<file path="config.mk">
export PLATFORM = sky130hd
export DESIGN_NAME = cbs_sequencer
export DESIGN_NICKNAME = d
export VERILOG_FILES = /design/src/cbs_debounce.v /design/src/cbs_sequencer.v
export VERILOG_INCLUDE_DIRS = /design/src /design/src/pkg
export SDC_FILE = /design/constraint.sdc
export NUM_CORES = 1
export LEC_CHECK = 0
export ABC_AREA = 0
export BUFFER_PORTS_ARGS = -buffer_cell sky130_fd_sc_hd__buf_4
export CORE_ASPECT_RATIO = 0.5
export CORE_MARGIN = 2
export CORE_UTILIZATION = 60
export DETAILED_ROUTE_END_ITERATION = 6
export PLACE_DENSITY = 0.78
export SYNTH_ARGS = -nofsm -noshare
export SYNTH_HDL_FRONTEND = slang
export SYNTH_SLANG_ARGS = --single-unit
</file>
<file path="constraint.sdc">
create_clock -name clk_sys -period 12.66 [get_ports clk_sys]
set_clock_uncertainty 0.2 [all_clocks]
set_input_delay 0.633 -clock clk_sys [delete_from_list [all_inputs] [get_ports clk_sys]]
set_output_delay 0.633 -clock clk_sys [all_outputs]
set_load 0.01 [all_outputs]
</file>
<file path="src/pkg/cbs_defines.vh">
// Purpose: constants for the calibration button sequencer
// Assumes: 100 MHz clk_sys, outputs in mV or uA, position in um
// Notes: counts derive from times in ms and the clock rate in kHz
`ifndef CBS_DEFINES_VH
`define CBS_DEFINES_VH
`define CBS_CLK_KHZ 36'd100000
`define CBS_T_DEB_MS 36'd20
`define CBS_T_UNLOCK_MS 36'd3000
`define CBS_T_GAP_MS 36'd1000
`define CBS_T_SEL_MS 36'd2000
`define CBS_T_EXIT_MS 36'd6000
`define CBS_T_SHORT_MS 36'd1000
`define CBS_T_REP_MS 36'd100
`define CBS_T_IDLE_MS 36'd600000
`define CBS_N_DEB (`CBS_T_DEB_MS * `CBS_CLK_KHZ)
`define CBS_N_UNLOCK (`CBS_T_UNLOCK_MS * `CBS_CLK_KHZ)
`define CBS_N_GAP (`CBS_T_GAP_MS * `CBS_CLK_KHZ)
`define CBS_N_SEL (`CBS_T_SEL_MS * `CBS_CLK_KHZ)
`define CBS_N_EXIT (`CBS_T_EXIT_MS * `CBS_CLK_KHZ)
`define CBS_N_SHORT (`CBS_T_SHORT_MS * `CBS_CLK_KHZ)
`define CBS_N_REP (`CBS_T_REP_MS * `CBS_CLK_KHZ)
`define CBS_N_IDLE (`CBS_T_IDLE_MS * `CBS_CLK_KHZ)
// register byte offsets
`define CBS_A_CTRL 8'h00
`define CBS_A_STATUS 8'h04
`define CBS_A_NULL 8'h08
`define CBS_A_END 8'h0C
`define CBS_A_STRIM 8'h10
`define CBS_A_ETRIM 8'h14
`define CBS_A_OUT 8'h18
// field positions
`define CBS_B_VARIANT 0
`define CBS_B_LOCK 1
`define CBS_B_FACT 2
`define CBS_B_UNL 8
`define CBS_B_BAD 9
// output codes, mV for voltage, uA for current
`define CBS_V_ADJ 16'h07D0
`define CBS_V_TEACH 16'h0FA0
`define CBS_V_ERR 16'h2904
`define CBS_V_ZERO 16'h0000
`define CBS_I_ADJ 16'h1770
`define CBS_I_TEACH 16'h2EE0
`define CBS_I_ERR 16'h0E10
`define CBS_I_ZERO 16'h0FA0
// trim steps and point limits
`define CBS_STEP_FINE 16'h0001
`define CBS_STEP_BIG 16'h000A
`define CBS_MIN_SEP 24'h00_0FA0
`define CBS_FACT_NULL 24'h00_0000
`define CBS_FACT_END 24'h07_A120
`define CBS_RST_CTRL 1'b0
`endif

</file>
<file path="src/cbs_debounce.v">
// Purpose: synchronise and debounce the two button sources
// Assumes: pins are asynchronous to clk_sys
// Notes: a button and its program input are merged after sync
`timescale 1ns/100ps
`include "cbs_defines.vh"
module cbs_debounce #(
  parameter [35:0] N_DEB = `CBS_N_DEB
)(
  // clock and reset
  input wire clk_sys,
  input wire rst,
  input wire ce,
  // raw pins
  input wire btn1_pin,
  input wire btn2_pin,
  input wire program_input_a,
  input wire program_input_b,
  // clean buttons, bit 0 is button one
  output reg [1:0] btn
);
  reg [3:0] s1_r;
  reg [3:0] s2_r;
  reg [35:0] dcnt_r [0:1];
  wire [1:0] merged;
  integer i;

  // first stage only feeds the second
  always @(posedge clk_sys or posedge rst) begin
    if (rst) begin
      s1_r <= 4'h0;
      s2_r <= 4'h0;
    end else if (ce) begin
      s1_r <= {program_input_b, btn2_pin, program_input_a, btn1_pin};
      s2_r <= s1_r;
    end
  end

  // input a doubles button one, b doubles button two
  assign merged = {s2_r[3] | s2_r[2], s2_r[1] | s2_r[0]};

  // a level must hold for the full window before it counts
  always @(posedge clk_sys or posedge rst) begin
    if (rst) begin
      btn <= 2'b00;
      for (i = 0; i < 2; i = i + 1) begin
        dcnt_r[i] <= 36'h0;
      end
    end else if (ce) begin
      for (i = 0; i < 2; i = i + 1) begin
        if (merged[i] == btn[i]) begin
          dcnt_r[i] <= 36'h0;
        end else if (dcnt_r[i] >= N_DEB) begin
          btn[i] <= merged[i];
          dcnt_r[i] <= 36'h0;
        end else begin
          dcnt_r[i] <= dcnt_r[i] + 36'h1;
        end
      end
    end
  end
endmodule

</file>
<file path="src/cbs_sequencer.v">
// Purpose: timed button sequence interpreter for calibration
// Assumes: position and scaled_code are on clk_sys, position in um
// Notes: scaled_code comes from the output stage, which applies
//   the points and trims; settings here are held until changed
`timescale 1ns/100ps
`include "cbs_defines.vh"
module cbs_sequencer #(
  parameter [35:0] P_DEB = `CBS_N_DEB,
  parameter [35:0] P_UNLOCK = `CBS_N_UNLOCK,
  parameter [35:0] P_GAP = `CBS_N_GAP,
  parameter [35:0] P_SEL = `CBS_N_SEL,
  parameter [35:0] P_EXIT = `CBS_N_EXIT,
  parameter [35:0] P_SHORT = `CBS_N_SHORT,
  parameter [35:0] P_REP = `CBS_N_REP,
  parameter [35:0] P_IDLE = `CBS_N_IDLE
)(
  // clock and reset
  input wire clk_sys,
  input wire rst,
  input wire ce,
  // buttons and programming lines
  input wire btn1_pin,
  input wire btn2_pin,
  input wire program_input_a,
  input wire program_input_b,
  // measured position
  input wire [23:0] position,
  input wire pos_valid,
  input wire [15:0] scaled_code,
  // apb slave
  input wire psel,
  input wire penable,
  input wire pwrite,
  input wire [7:0] paddr,
  input wire [31:0] pwdata,
  output reg [31:0] prdata,
  output wire pready,
  output wire pslverr,
  // settings to the output stage
  output reg [15:0] out_code,
  output reg [23:0] null_point,
  output reg [23:0] end_point,
  output reg [15:0] start_trim,
  output reg [15:0] end_trim,
  output reg save_pulse,
  output reg unlocked
);
  localparam [3:0] S_LOCK = 4'h0;
  localparam [3:0] S_ARM1 = 4'h1;
  localparam [3:0] S_GAP = 4'h2;
  localparam [3:0] S_ARMB = 4'h3;
  localparam [3:0] S_UNL = 4'h4;
  localparam [3:0] S_TSEL = 4'h5;
  localparam [3:0] S_ASEL = 4'h6;
  localparam [3:0] S_TEACH = 4'h7;
  localparam [3:0] S_ADJ = 4'h8;
  localparam [3:0] S_TRS = 4'h9;
  localparam [3:0] S_TRE = 4'hA;
  localparam [3:0] S_EXIT = 4'hB;
  localparam [3:0] S_FRST = 4'hC;

  wire [1:0] b;
  reg [1:0] b_prev_r;
  reg [35:0] cnt_r;
  reg [35:0] rep_r;
  reg [3:0] state_r;
  reg [3:0] st_nxt;
  reg armed_r;
  reg go;
  reg cap_null;
  reg cap_end;
  reg step_fine;
  reg step_up;
  reg do_save;
  reg do_fact;
  reg rep_run;
  reg variant_r;
  reg bad_r;
  reg [15:0] out_nxt;
  wire chg;
  wire rep_hit;
  wire rel_single;
  wire acc;
  wire wr;
  wire sw_lock;
  wire sw_fact;
  wire bad_clr;
  wire end_ok;
  wire addr_ok;
  wire [35:0] hold_cnt;

  // true for exactly one button held
  function single;
    input [1:0] c;
    begin
      single = (c == 2'b01) || (c == 2'b10);
    end
  endfunction

  // saturating signed step of a trim value
  function [15:0] trim_step;
    input [15:0] v;
    input [15:0] d;
    input up;
    reg [16:0] s;
    begin
      s = 17'h0_0000;
      if (up) begin
        s = {v[15], v} + {1'b0, d};
      end else begin
        s = {v[15], v} - {1'b0, d};
      end
      if (s[16] != s[15]) begin
        trim_step = s[16] ? 16'h8000 : 16'h7FFF;
      end else begin
        trim_step = s[15:0];
      end
    end
  endfunction

  // identity, error and zero codes per variant
  function [15:0] code_of;
    input cur;
    input [1:0] sel;
    begin
      case ({cur, sel})
        3'b000: code_of = `CBS_V_ADJ;
        3'b001: code_of = `CBS_V_TEACH;
        3'b010: code_of = `CBS_V_ERR;
        3'b011: code_of = `CBS_V_ZERO;
        3'b100: code_of = `CBS_I_ADJ;
        3'b101: code_of = `CBS_I_TEACH;
        3'b110: code_of = `CBS_I_ERR;
        default: code_of = `CBS_I_ZERO;
      endcase
    end
  endfunction

  cbs_debounce #(
    .N_DEB(P_DEB)
  ) u_deb (
    .clk_sys(clk_sys),
    .rst(rst),
    .ce(ce),
    .btn1_pin(btn1_pin),
    .btn2_pin(btn2_pin),
    .program_input_a(program_input_a),
    .program_input_b(program_input_b),
    .btn(b)
  );

  // apb decode, zero wait states
  assign acc = psel & penable;
  assign wr = acc & pwrite;
  assign addr_ok = (paddr == `CBS_A_CTRL) || (paddr == `CBS_A_STATUS) ||
    (paddr == `CBS_A_NULL) || (paddr == `CBS_A_END) ||
    (paddr == `CBS_A_STRIM) || (paddr == `CBS_A_ETRIM) ||
    (paddr == `CBS_A_OUT);
  assign pready = 1'b1;
  assign pslverr = acc & ~addr_ok;
  assign sw_lock = wr && (paddr == `CBS_A_CTRL) && pwdata[`CBS_B_LOCK];
  assign sw_fact = wr && (paddr == `CBS_A_CTRL) && pwdata[`CBS_B_FACT];
  assign bad_clr = wr && (paddr == `CBS_A_STATUS) && pwdata[`CBS_B_BAD];

  // combo change marks the end of the previous combo's duration
  assign chg = (b != b_prev_r);
  assign rel_single = chg && (b == 2'b00) && single(b_prev_r);
  assign rep_hit = (rep_r >= P_REP);
  // the change cycle still carries the old combo's count, so a fresh
  // hold must not inherit a long idle and fire at once
  assign hold_cnt = chg ? 36'h0 : cnt_r;
  // end point above null and far enough away, with a valid position
  assign end_ok = pos_valid && (position > null_point) &&
    (position - null_point >= `CBS_MIN_SEP);

  // sequence decisions
  always @* begin
    st_nxt = state_r;
    go = 1'b0;
    cap_null = 1'b0;
    cap_end = 1'b0;
    step_fine = 1'b0;
    step_up = 1'b0;
    do_save = 1'b0;
    do_fact = 1'b0;
    rep_run = 1'b0;
    case (state_r)
      S_LOCK: begin
        if (single(b) && hold_cnt >= P_UNLOCK) begin
          st_nxt = S_ARM1;
        end
      end
      S_ARM1: begin
        if (b == 2'b00) begin
          st_nxt = S_GAP;
        end else if (b == 2'b11) begin
          st_nxt = S_LOCK;
        end
      end
      S_GAP: begin
        if (b == 2'b11) begin
          st_nxt = S_ARMB;
        end else if (b != 2'b00 || cnt_r >= P_GAP) begin
          st_nxt = S_LOCK;
        end
      end
      S_ARMB: begin
        if (b != 2'b11) begin
          st_nxt = S_LOCK;
        end else if (hold_cnt >= P_UNLOCK) begin
          st_nxt = S_UNL;
        end
      end
      S_UNL: begin
        if (armed_r && b == 2'b01 && hold_cnt >= P_SEL) begin
          st_nxt = S_TSEL;
        end else if (armed_r && b == 2'b10 && hold_cnt >= P_SEL) begin
          st_nxt = S_ASEL;
        end else if (armed_r && b == 2'b11 && hold_cnt >= P_EXIT) begin
          st_nxt = S_FRST;
          do_fact = 1'b1;
        end
      end
      S_TSEL: begin
        if (b == 2'b00) begin
          st_nxt = S_TEACH;
        end
      end
      S_ASEL: begin
        if (b == 2'b00) begin
          st_nxt = S_ADJ;
        end
      end
      S_TEACH: begin
        if (armed_r && b == 2'b01 && hold_cnt >= P_SEL) begin
          cap_null = 1'b1;
          go = 1'b1;
        end else if (armed_r && b == 2'b10 && hold_cnt >= P_SEL) begin
          cap_end = 1'b1;
          go = 1'b1;
        end else if (armed_r && b == 2'b11 && hold_cnt >= P_EXIT) begin
          st_nxt = S_EXIT;
        end
      end
      S_ADJ: begin
        if (armed_r && b == 2'b01 && hold_cnt >= P_SEL) begin
          st_nxt = S_TRS;
        end else if (armed_r && b == 2'b10 && hold_cnt >= P_SEL) begin
          st_nxt = S_TRE;
        end else if (armed_r && b == 2'b11 && hold_cnt >= P_EXIT) begin
          st_nxt = S_EXIT;
        end
      end
      S_TRS, S_TRE: begin
        if (armed_r && chg && b_prev_r == 2'b11) begin
          if (cnt_r <= P_SEL) begin
            do_save = 1'b1;
            st_nxt = S_ADJ;
          end
        end else if (armed_r && rel_single && cnt_r < P_SHORT) begin
          step_fine = 1'b1;
          step_up = (b_prev_r == 2'b01);
        end
        rep_run = armed_r && single(b) && hold_cnt >= P_SHORT;
        if (rep_run && rep_hit) begin
          step_up = (b == 2'b01);
        end
      end
      S_EXIT: begin
        if (armed_r && rel_single && cnt_r < P_SHORT) begin
          st_nxt = S_LOCK;
        end
      end
      S_FRST: begin
        if (b == 2'b00) begin
          st_nxt = S_LOCK;
        end
      end
      default: begin
        st_nxt = S_LOCK;
      end
    endcase
    // idle timeout keeps every setting, only locks
    if (state_r >= S_UNL && b == 2'b00 && hold_cnt >= P_IDLE) begin
      st_nxt = S_LOCK;
    end
    if (sw_lock) begin
      st_nxt = S_LOCK;
    end
    if (sw_fact) begin
      do_fact = 1'b1;
    end
    if (st_nxt != state_r) begin
      go = 1'b1;
    end
  end

  // output code per state
  always @* begin
    out_nxt = scaled_code;
    case (state_r)
      S_UNL, S_EXIT: out_nxt = code_of(variant_r, 2'b10);
      S_TSEL: out_nxt = code_of(variant_r, 2'b01);
      S_ASEL: out_nxt = code_of(variant_r, 2'b00);
      S_FRST: out_nxt = code_of(variant_r, 2'b11);
      S_ADJ: begin
        if (!armed_r) begin
          out_nxt = code_of(variant_r, 2'b00);
        end
      end
      default: out_nxt = scaled_code;
    endcase
    // a rejected point shows error until the next release
    if (bad_r && !armed_r && state_r == S_TEACH) begin
      out_nxt = code_of(variant_r, 2'b10);
    end
  end

  // duration counter saturates so long idles never wrap; the repeat counter clears on each hit
  always @(posedge clk_sys or posedge rst) begin
    if (rst) begin
      b_prev_r <= 2'b00;
      cnt_r <= 36'h0;
      rep_r <= 36'h0;
    end else if (ce) begin
      b_prev_r <= b;
      if (chg) begin
        cnt_r <= 36'h1;
      end else if (cnt_r != {36{1'b1}}) begin
        cnt_r <= cnt_r + 36'h1;
      end
      if (!rep_run || rep_hit) begin
        rep_r <= 36'h0;
      end else begin
        rep_r <= rep_r + 36'h1;
      end
    end
  end

  // state and release tracking
  always @(posedge clk_sys or posedge rst) begin
    if (rst) begin
      state_r <= S_LOCK;
      armed_r <= 1'b0;
      unlocked <= 1'b0;
      out_code <= 16'h0000;
    end else if (ce) begin
      state_r <= st_nxt;
      // a new hold only counts after all buttons were released
      if (go) begin
        armed_r <= 1'b0;
      end else if (b == 2'b00) begin
        armed_r <= 1'b1;
      end
      unlocked <= (st_nxt >= S_UNL);
      out_code <= out_nxt;
    end
  end

  // calibration settings
  always @(posedge clk_sys or posedge rst) begin
    if (rst) begin
      null_point <= `CBS_FACT_NULL;
      end_point <= `CBS_FACT_END;
      start_trim <= 16'h0000;
      end_trim <= 16'h0000;
      save_pulse <= 1'b0;
      bad_r <= 1'b0;
    end else if (ce) begin
      save_pulse <= do_save | do_fact | (cap_null & pos_valid) |
        (cap_end & end_ok);
      if (do_fact) begin
        null_point <= `CBS_FACT_NULL;
        end_point <= `CBS_FACT_END;
        start_trim <= 16'h0000;
        end_trim <= 16'h0000;
      end else begin
        if (cap_null && pos_valid) begin
          null_point <= position;
        end
        if (cap_end && end_ok) begin
          end_point <= position;
        end
        if ((step_fine || rep_hit && rep_run) && state_r == S_TRS) begin
          start_trim <= trim_step(start_trim, step_fine ?
            `CBS_STEP_FINE : `CBS_STEP_BIG, step_up);
        end
        if ((step_fine || rep_hit && rep_run) && state_r == S_TRE) begin
          end_trim <= trim_step(end_trim, step_fine ?
            `CBS_STEP_FINE : `CBS_STEP_BIG, step_up);
        end
      end
      // set beats a clear in the same cycle
      if ((cap_null && !pos_valid) || (cap_end && !end_ok)) begin
        bad_r <= 1'b1;
      end else if (bad_clr) begin
        bad_r <= 1'b0;
      end
    end
  end

  // config register and registered read data
  always @(posedge clk_sys or posedge rst) begin
    if (rst) begin
      variant_r <= `CBS_RST_CTRL;
      prdata <= 32'h0000_0000;
    end else if (ce) begin
      if (wr && paddr == `CBS_A_CTRL) begin
        variant_r <= pwdata[`CBS_B_VARIANT];
      end
      if (psel && !penable) begin
        case (paddr)
          `CBS_A_CTRL: prdata <= {31'h0, variant_r};
          `CBS_A_STATUS: prdata <= {22'h0, bad_r, unlocked, 4'h0,
            state_r};
          `CBS_A_NULL: prdata <= {8'h00, null_point};
          `CBS_A_END: prdata <= {8'h00, end_point};
          `CBS_A_STRIM: prdata <= {16'h0000, start_trim};
          `CBS_A_ETRIM: prdata <= {16'h0000, end_trim};
          `CBS_A_OUT: prdata <= {16'h0000, out_code};
          default: prdata <= 32'h0000_0000;
        endcase
      end
    end
  end
endmodule

</file>
# == Word-level counts from Yosys, hierarchy flattened ==
# Index checks and enable logic that the tools add are counted.
# word_totals
regBits,293
out_inout_bits,132
elab_cells,256
# classes
n_addsub,9
order_cmp,15
n_eq_ne,32
mux,89
bitwise_logic,14
n_reduce_logical,76
# op_table
cell,n
$mux W36,8
$pmux W24 S7,1
$mux W16,10
$add A36 B1 Y36 const B,4
$mux W17,8
$mux W24,4
$mux W4,24
$pmux W16 S2,3
$pmux W16 S5,1
$ge A36 B21 Y1 const B,2
$ge A36 B27 Y1 const B,2
$pmux W4 S12,1
$ge A36 B24 Y1 const B,1
$ge A36 B28 Y1 const B,1
$ge A36 B29 Y1 const B,1
$ge A36 B30 Y1 const B,1
$ge A36 B36 Y1 const B,1
$le A36 B28 Y1 const B,1
$lt A36 B27 Y1 const B,1
$ne A36 B36 Y1 const B,1
$logic_and A1 B1 Y1,35
$mux W1,28
$eq A8 B5 Y1 const B,3
$ge A24 B12 Y1 const B,1
33 further kinds,92

# == Depth between registers and ports, before layout ==
# logic_depth
ltp_word,18
depth_mapped,22
ltp_nobuf,20

# == By module ==
# From an unflattened synthesis, not the netlist that was laid out.
# hier_totals
cells_unflattened,2087
hier_area_um2,18293.8
# modules_own_cells
mod,instances,cells_each,area_each_um2,seq_area_each_um2
cbs_sequencer,1,1717,14407.6,5088.6
cbs_debounce,1,370,3886.2,2052.0

# == Worst setup path before layout ==
# OpenSTA, ideal clock, no wires.
# synth_timing
kind,register -> register
startpoint,register cnt_r[11]
endpoint,register start_trim[10]
setup_time_ns,0.141
arrival_time_ns,5.050
required_time_ns,12.319
path_slack_ns,7.269
stages_incl_launch_ff,22
path_buffers,2
synth_period_minus_slack_ns,5.391
cell_sequence,dfrtp_1 clkbuf_1 nor4_1 o31ai_1 a311o_1 or2_1 nor3_2 nand2_1 a21o_1 inv_1 ha_1 ha_1 a21o_1 a21oi_1 nand3_1 a311oi_1 o21ai_0 and3_1 nor3_1 clkbuf_1 maj3_1 o21ai_0
# synth_via
elab_chain_cells,15
word_cells_on_any_way,41
cone_classes,add/sub (2); order compare (4); eq/ne (1); mux (23); reduce/logical (11)
# synth_lines
item,line,text
"start, declared",cbs_sequencer.v:64,reg [35:0] cnt_r;
"start signal, assigned",cbs_sequencer.v:330,cnt_r <= cnt_r + 36'h1;
$lt A36 B27 Y1,cbs_sequencer.v:260,end else if (armed_r && rel_single && cnt_r < P_SHORT) begin
$logic_and A1 B1 Y1,cbs_sequencer.v:260,
$mux W1,cbs_sequencer.v:260,
$mux W1,cbs_sequencer.v:255,if (armed_r && chg && b_prev_r == 2'b11) begin
$mux W1,cbs_sequencer.v:187,case (state_r)
$mux W4 (no line),n/a,
$sub A17 B16 Y17 or $add A17 B16 Y17 (tied branches),"cbs_sequencer.v:111, cbs_sequencer.v:109",
$mux W17,cbs_sequencer.v:108,if (up) begin
$mux W17,cbs_sequencer.v:384,if ((step_fine || rep_hit && rep_run) && state_r == S_TRS) begin
$mux W17,cbs_sequencer.v:372,if (do_fact) begin
$mux W17,cbs_sequencer.v:369,end else if (ce) begin
$mux W16 or $ne A1 B1 Y1 (tied branches),"cbs_sequencer.v:114, cbs_sequencer.v:113",
$mux W16,cbs_sequencer.v:113,if (s[16] != s[15]) begin
$mux W16,cbs_sequencer.v:384,
$mux W16,cbs_sequencer.v:372,
"end signal, assigned",cbs_sequencer.v:385,"start_trim <= trim_step(start_trim, step_fine ?"
"end, declared",cbs_sequencer.v:43,"output reg [15:0] start_trim,"
# Several ways; a longest one is shown, not always the timed one. The select of a mux whose other input is x is not followed.
# A chain may end at the register's enable or synchronous reset.

# == Final worst setup path ==
# layout_timing
startpoint,register u_deb.btn[0]
endpoint,register end_trim[13]
# layout_via
elab_chain_cells,18
word_cells_on_any_way,55
cone_classes,add/sub (2); order compare (3); eq/ne (5); mux (23); reduce/logical (22)
# layout_lines
item,line,text
"start, declared",cbs_debounce.v:19,output reg [1:0] btn
"start signal, assigned by index",cbs_debounce.v:53,btn[i] <= merged[i];
$ne A2 B2 Y1 or $logic_not A2 Y1 (tied branches),"cbs_sequencer.v:166, cbs_sequencer.v:167",
$logic_and A1 B1 Y1 (2 in a row),cbs_sequencer.v:167,assign rel_single = chg && (b == 2'b00) && single(b_prev_r);
$logic_and A1 B1 Y1 (2 in a row),cbs_sequencer.v:260,
$mux W1,cbs_sequencer.v:260,
$mux W1,cbs_sequencer.v:255,
$mux W1,cbs_sequencer.v:187,
$mux W4 (no line),n/a,
$sub A16 B5 Y17 or $add A16 B5 Y17 (tied branches),"cbs_sequencer.v:111, cbs_sequencer.v:109",
$mux W17,cbs_sequencer.v:108,
$mux W17,cbs_sequencer.v:388,if ((step_fine || rep_hit && rep_run) && state_r == S_TRE) begin
$mux W17,cbs_sequencer.v:372,
$mux W17,cbs_sequencer.v:369,
$mux W16 or $ne A1 B1 Y1 (tied branches),"cbs_sequencer.v:114, cbs_sequencer.v:113",
$mux W16,cbs_sequencer.v:113,
$mux W16,cbs_sequencer.v:388,
$mux W16,cbs_sequencer.v:372,
"end signal, assigned",cbs_sequencer.v:389,"end_trim <= trim_step(end_trim, step_fine ?"
"end, declared",cbs_sequencer.v:44,"output reg [15:0] end_trim,"
# Several ways; a longest one is shown, not always the timed one. The select of a mux whose other input is x is not followed.

==> metrics.yaml <==
placed_design:
  dp_cells: 2550
  gp_routability_congestion: 0.9661
  placed_area_mm2: 0.01942
  dp_hpwl_mm: 34.80
  port_buffers: 185
synth:
  synth.distinct_cells: 90
  yosys_warnings: 0
  synth_cells: 2064
  synth-simple-area-share_pct: 21.46
  synth-xor-area-share_pct: 4.124
  postSynthAreaPerCell_um2: 8.643
  async_flop_share_pct: 100.0
  synth_edf_count: 0
  synth.area.mux_share_pct: 2.848
  synth_top_area_share_pct: 39.00
  synth-seq-cells: 285
  synthAdderAreaFrac_pct: 6.102
  synth_top_area_cell: "dfrtp_1"
  synth_top_family_by_area: "simple AND/OR/NAND/NOR gates"
  ys_seq_area_share_pct: 40.03
  synth_flop_cell: "dfrtp_1"
  yosys-top-cells-area: "dfrtp_1 (39%), nand2_1 (5.5%), ha_1 (5.0%)"
  synth_area_mm2: 0.01784
  synth-compound-area-share_pct: 20.73
clock_network:
  hold_buffers: 0
  cts_resized: 0
  cts_setup_buffers: 0
  clockBufferDepth: 3
  cts_tree: "built"
  clkLatencyLatePin_ps: 560
  htree_levels: 1
  cts_root_buffer: "clkbuf_16"
  clkSlewWorstSetupHoldPaths_ps: 70
  cts.sinks: 285
  numCtsBuffers: 26
worst_setup_path:
  crit_fanout: 27
  r2r_start: "u_deb.btn[0]$_DFFE_PP0P_"
  start_kind: "register"
  r2r_slack_ps: 5850
  worstPathRequired_ps: 12890
  r2r_cells: 20
  r2r_end: "end_trim[13]$_DFFE_PP0P_"
  critPathKind: "reg -> reg"
  cp_data_arrival_time_ps: 7040
  critPathCapture: "end_trim[13]$_DFFE_PP0P_"
  end_kind: "register"
  crit_start: "u_deb.btn[0]$_DFFE_PP0P_"
floorplanning:
  ios: 223
  initial_utilization_pct: 61.26
  die_height_um: 125.9
  die-area_mm2: 0.03121
  fp-row-count: 44
  die_w_um: 247.9
  coreArea_mm2: 0.02912
detailed_routing:
  drt_wl_total_mm: 49.84
  wl_per_cell_um: 19.19
  drtPass1Iterations: 6
  num_vias: 16280
  ant_nets: 0
  vias_per_cell: 6.269
  drt_iter0_markers: 1643
  drc: 0
cells_and_area:
  n_antenna_cell: 0
  layout.cells.non_filler: 2597
  finalNetCount: 2352
  syn2layout_area_growth_pct: 14.43
  fillers: 2330
  drive_above_1_share_pct: 13.64
  final_cell_area_mm2: 0.02041
power_and_ir_drop:
  vdd_ir_drop_max_mv: 0.1121
  power.leakage_uw: 0.009283
  p_per_area_mw_per_mm2: 105.1
timing:
  rsz0062_at_grt: "no"
  max_freq_ghz: 0.1469
  timing.final.crit_share_pct: 53.77
  setup_viol: 0
  maxSlewHeadroom_pct: 18.55
  finalSetupTns_ps: 0
  max_slew.worst_pin.slew_ps: 1218
  drv_slew: 0
  min_period_ps: 6807
  hold_violations: 0
global_route:
  grt.total_usage_pct: 31.62
  grt_pass1_vias: 15010
  grt_max_degree: 159
  grt_pass1_wl_mm: 79.63
  antenna_found_initial: 0
  grt_overflow: 0
run_status:
  status: "completed"
job:
  drv_cap: 0
worst_hold_path:
  hold_path.class: "in -> async"
==> worst min-delay path by stage <==
stage | startpoint | endpoint | slack [ps] | cells after the start
floorplan | u_deb.dcnt_r[19]$_DFFE_PP0P_ | u_deb.dcnt_r[19]$_DFFE_PP0P_ | 240 | 1
global route | program_input_b | u_deb.s1_r[3]$_DFFE_PP0P_ | 100 | 2
detailed placement | u_deb.dcnt_r[40]$_DFFE_PP0P_ | u_deb.dcnt_r[40]$_DFFE_PP0P_ | 270 | 1
finish | rst | end_point[1]$_DFFE_PP0P_ | 70 | 2
global placement | prdata[18]$_DFFE_PP0P_ | prdata[18]$_DFFE_PP0P_ | 260 | 2
CTS | btn2_pin | u_deb.s1_r[2]$_DFFE_PP0P_ | 90 | 2
==> flip-flops by register name (all words and copies together) (netlist names), 24 cells and up <==
register,flops
rep_r,36
u_deb.dcnt_r,72
cnt_r,36
null_point,24
end_point,24
prdata,24
==> critical path: stages (launching register included) <==
cell and delay (ps):
dfrtp_1 440, xnor2_1 410, nand2_1 530, nor2_1 410
nand2_1 190, a211oi_1 540, nand2_1 110, a21o_1 580
inv_1 180, ha_1 270, inv_1 100, ha_1 290
a21o_1 190, a21oi_1 200, o21ai_0 170, a221oi_1 420
o211ai_1 260, a2111oi_0 520, a211oi_1 100, buf_4 220
a221o_1 320
==> metrics by stage <==
stage | util (%) | total power, uW | hold slack (ps) | worst slack, ps
after floorplan | - | 1149 | 240.0 | 3975
after global placement | 66.68 | 1229 | 263.4 | 6274
after detailed placement | 66.68 | 1232 | 267.1 | 6082
after CTS | 70.09 | 2150 | 85.93 | 6007
after global routing | 70.09 | 2220 | 102.2 | 5243
final | 70.09 | 2145 | 67.72 | 5853
==> routing by layer <==
layer / global-route usage [%] / part of all wire, % / vias to the layer above
li1: - / - / 7665
met1: 44.88 / 44 / 7880
met2: 49.16 / 45 / 628
met3: 5.264 / 7.0 / 108
met4: 11.24 / 3.8 / 0
met5: 0 / 0 / -
==> layout make-up <==
type,instances,area (um2),share of cell area [%]
multi-input combinational,1579,9903,48.51
tap,391,489.2,2.397
inverter,93,356.6,1.747
timing repair buffer,202,1529,7.490
clock buffer,34,752.0,3.684
sequential,285,7141,34.98
clock inverter,13,242.7,1.189
==> cell families after synthesis <==
group           after synthesis
compound gates              558
xor+xnor                     84
fa+ha+maj                    88
buf+inv                     207
flops                       285
mux                          49
other cells                   2
simple gates                791
==> cell usage after synthesis, drive strengths merged (7+ instances only) <==
cell	instances
xnor2	43
nand2	262
a21o	23
o32a	8
o21bai	8
maj3	14
or2	9
inv	92
o21ai	175
ha	71
o41ai	11
nand2b	20
a211oi	19
o22ai	24
o31ai	52
o211ai	9
nor4	26
a21oi	86
buf	29
nand4	37
xor2	41
dfrtp	278
mux2	14
and4	8
and3	35
o21a	14
o2bb2ai	12
nand3	65
dfstp	7
clkbuf	85
nor2	172
and2	26
or4	7
mux2i	35
nor2b	53
nor3	38
a31oi	29
a22o	13
or3	12
==> where the power goes <==
part | leakage [uW] | internal [uW] | total, uW | switching, uW
Sequential | 0.00388 | 931 | 955 | 23.6
Combinational | 0.00491 | 97.2 | 266 | 169
Clock | 0.000490 | 560 | 924 | 365
==> layout by cell type, fill, tap and decap left out, types with 9 or more instances in the layout <==
| cell type | Yosys | final |
|---|---|---|
| a21oi_1 | 84 | 84 |
| a22o_1 | 13 | 13 |
| mux2i_1 | 35 | 35 |
| dfrtp_1 | 278 | 278 |
| and2_1 | 24 | 24 |
| a21o_1 | 23 | 23 |
| or3_1 | 12 | 12 |
| buf_4 | 9 | 201 |
| xnor2_1 | 43 | 43 |
| nand2b_1 | 20 | 19 |
| nor2b_1 | 53 | 53 |
| o2bb2ai_1 | 12 | 12 |
| nand3_1 | 65 | 65 |
| o41ai_1 | 11 | 11 |
| nor4_1 | 25 | 25 |
| and3_1 | 35 | 35 |
| o21ai_0 | 172 | 172 |
| mux2_2 | 14 | 14 |
| nor3_1 | 36 | 36 |
| o21a_1 | 14 | 14 |
| maj3_1 | 14 | 14 |
| ha_1 | 71 | 71 |
| nor2_1 | 172 | 171 |
| nand4_1 | 37 | 37 |
| o22ai_1 | 24 | 24 |
| a211oi_1 | 17 | 17 |
| xor2_1 | 41 | 41 |
| a31oi_1 | 29 | 28 |
| conb_1 | 2 | 9 |
| o31ai_1 | 51 | 51 |
| clkbuf_16 | 0 | 27 |
| inv_1 | 92 | 91 |
| nand2_1 | 262 | 262 |
No activity file was read; power rests on OpenSTA's default activity.
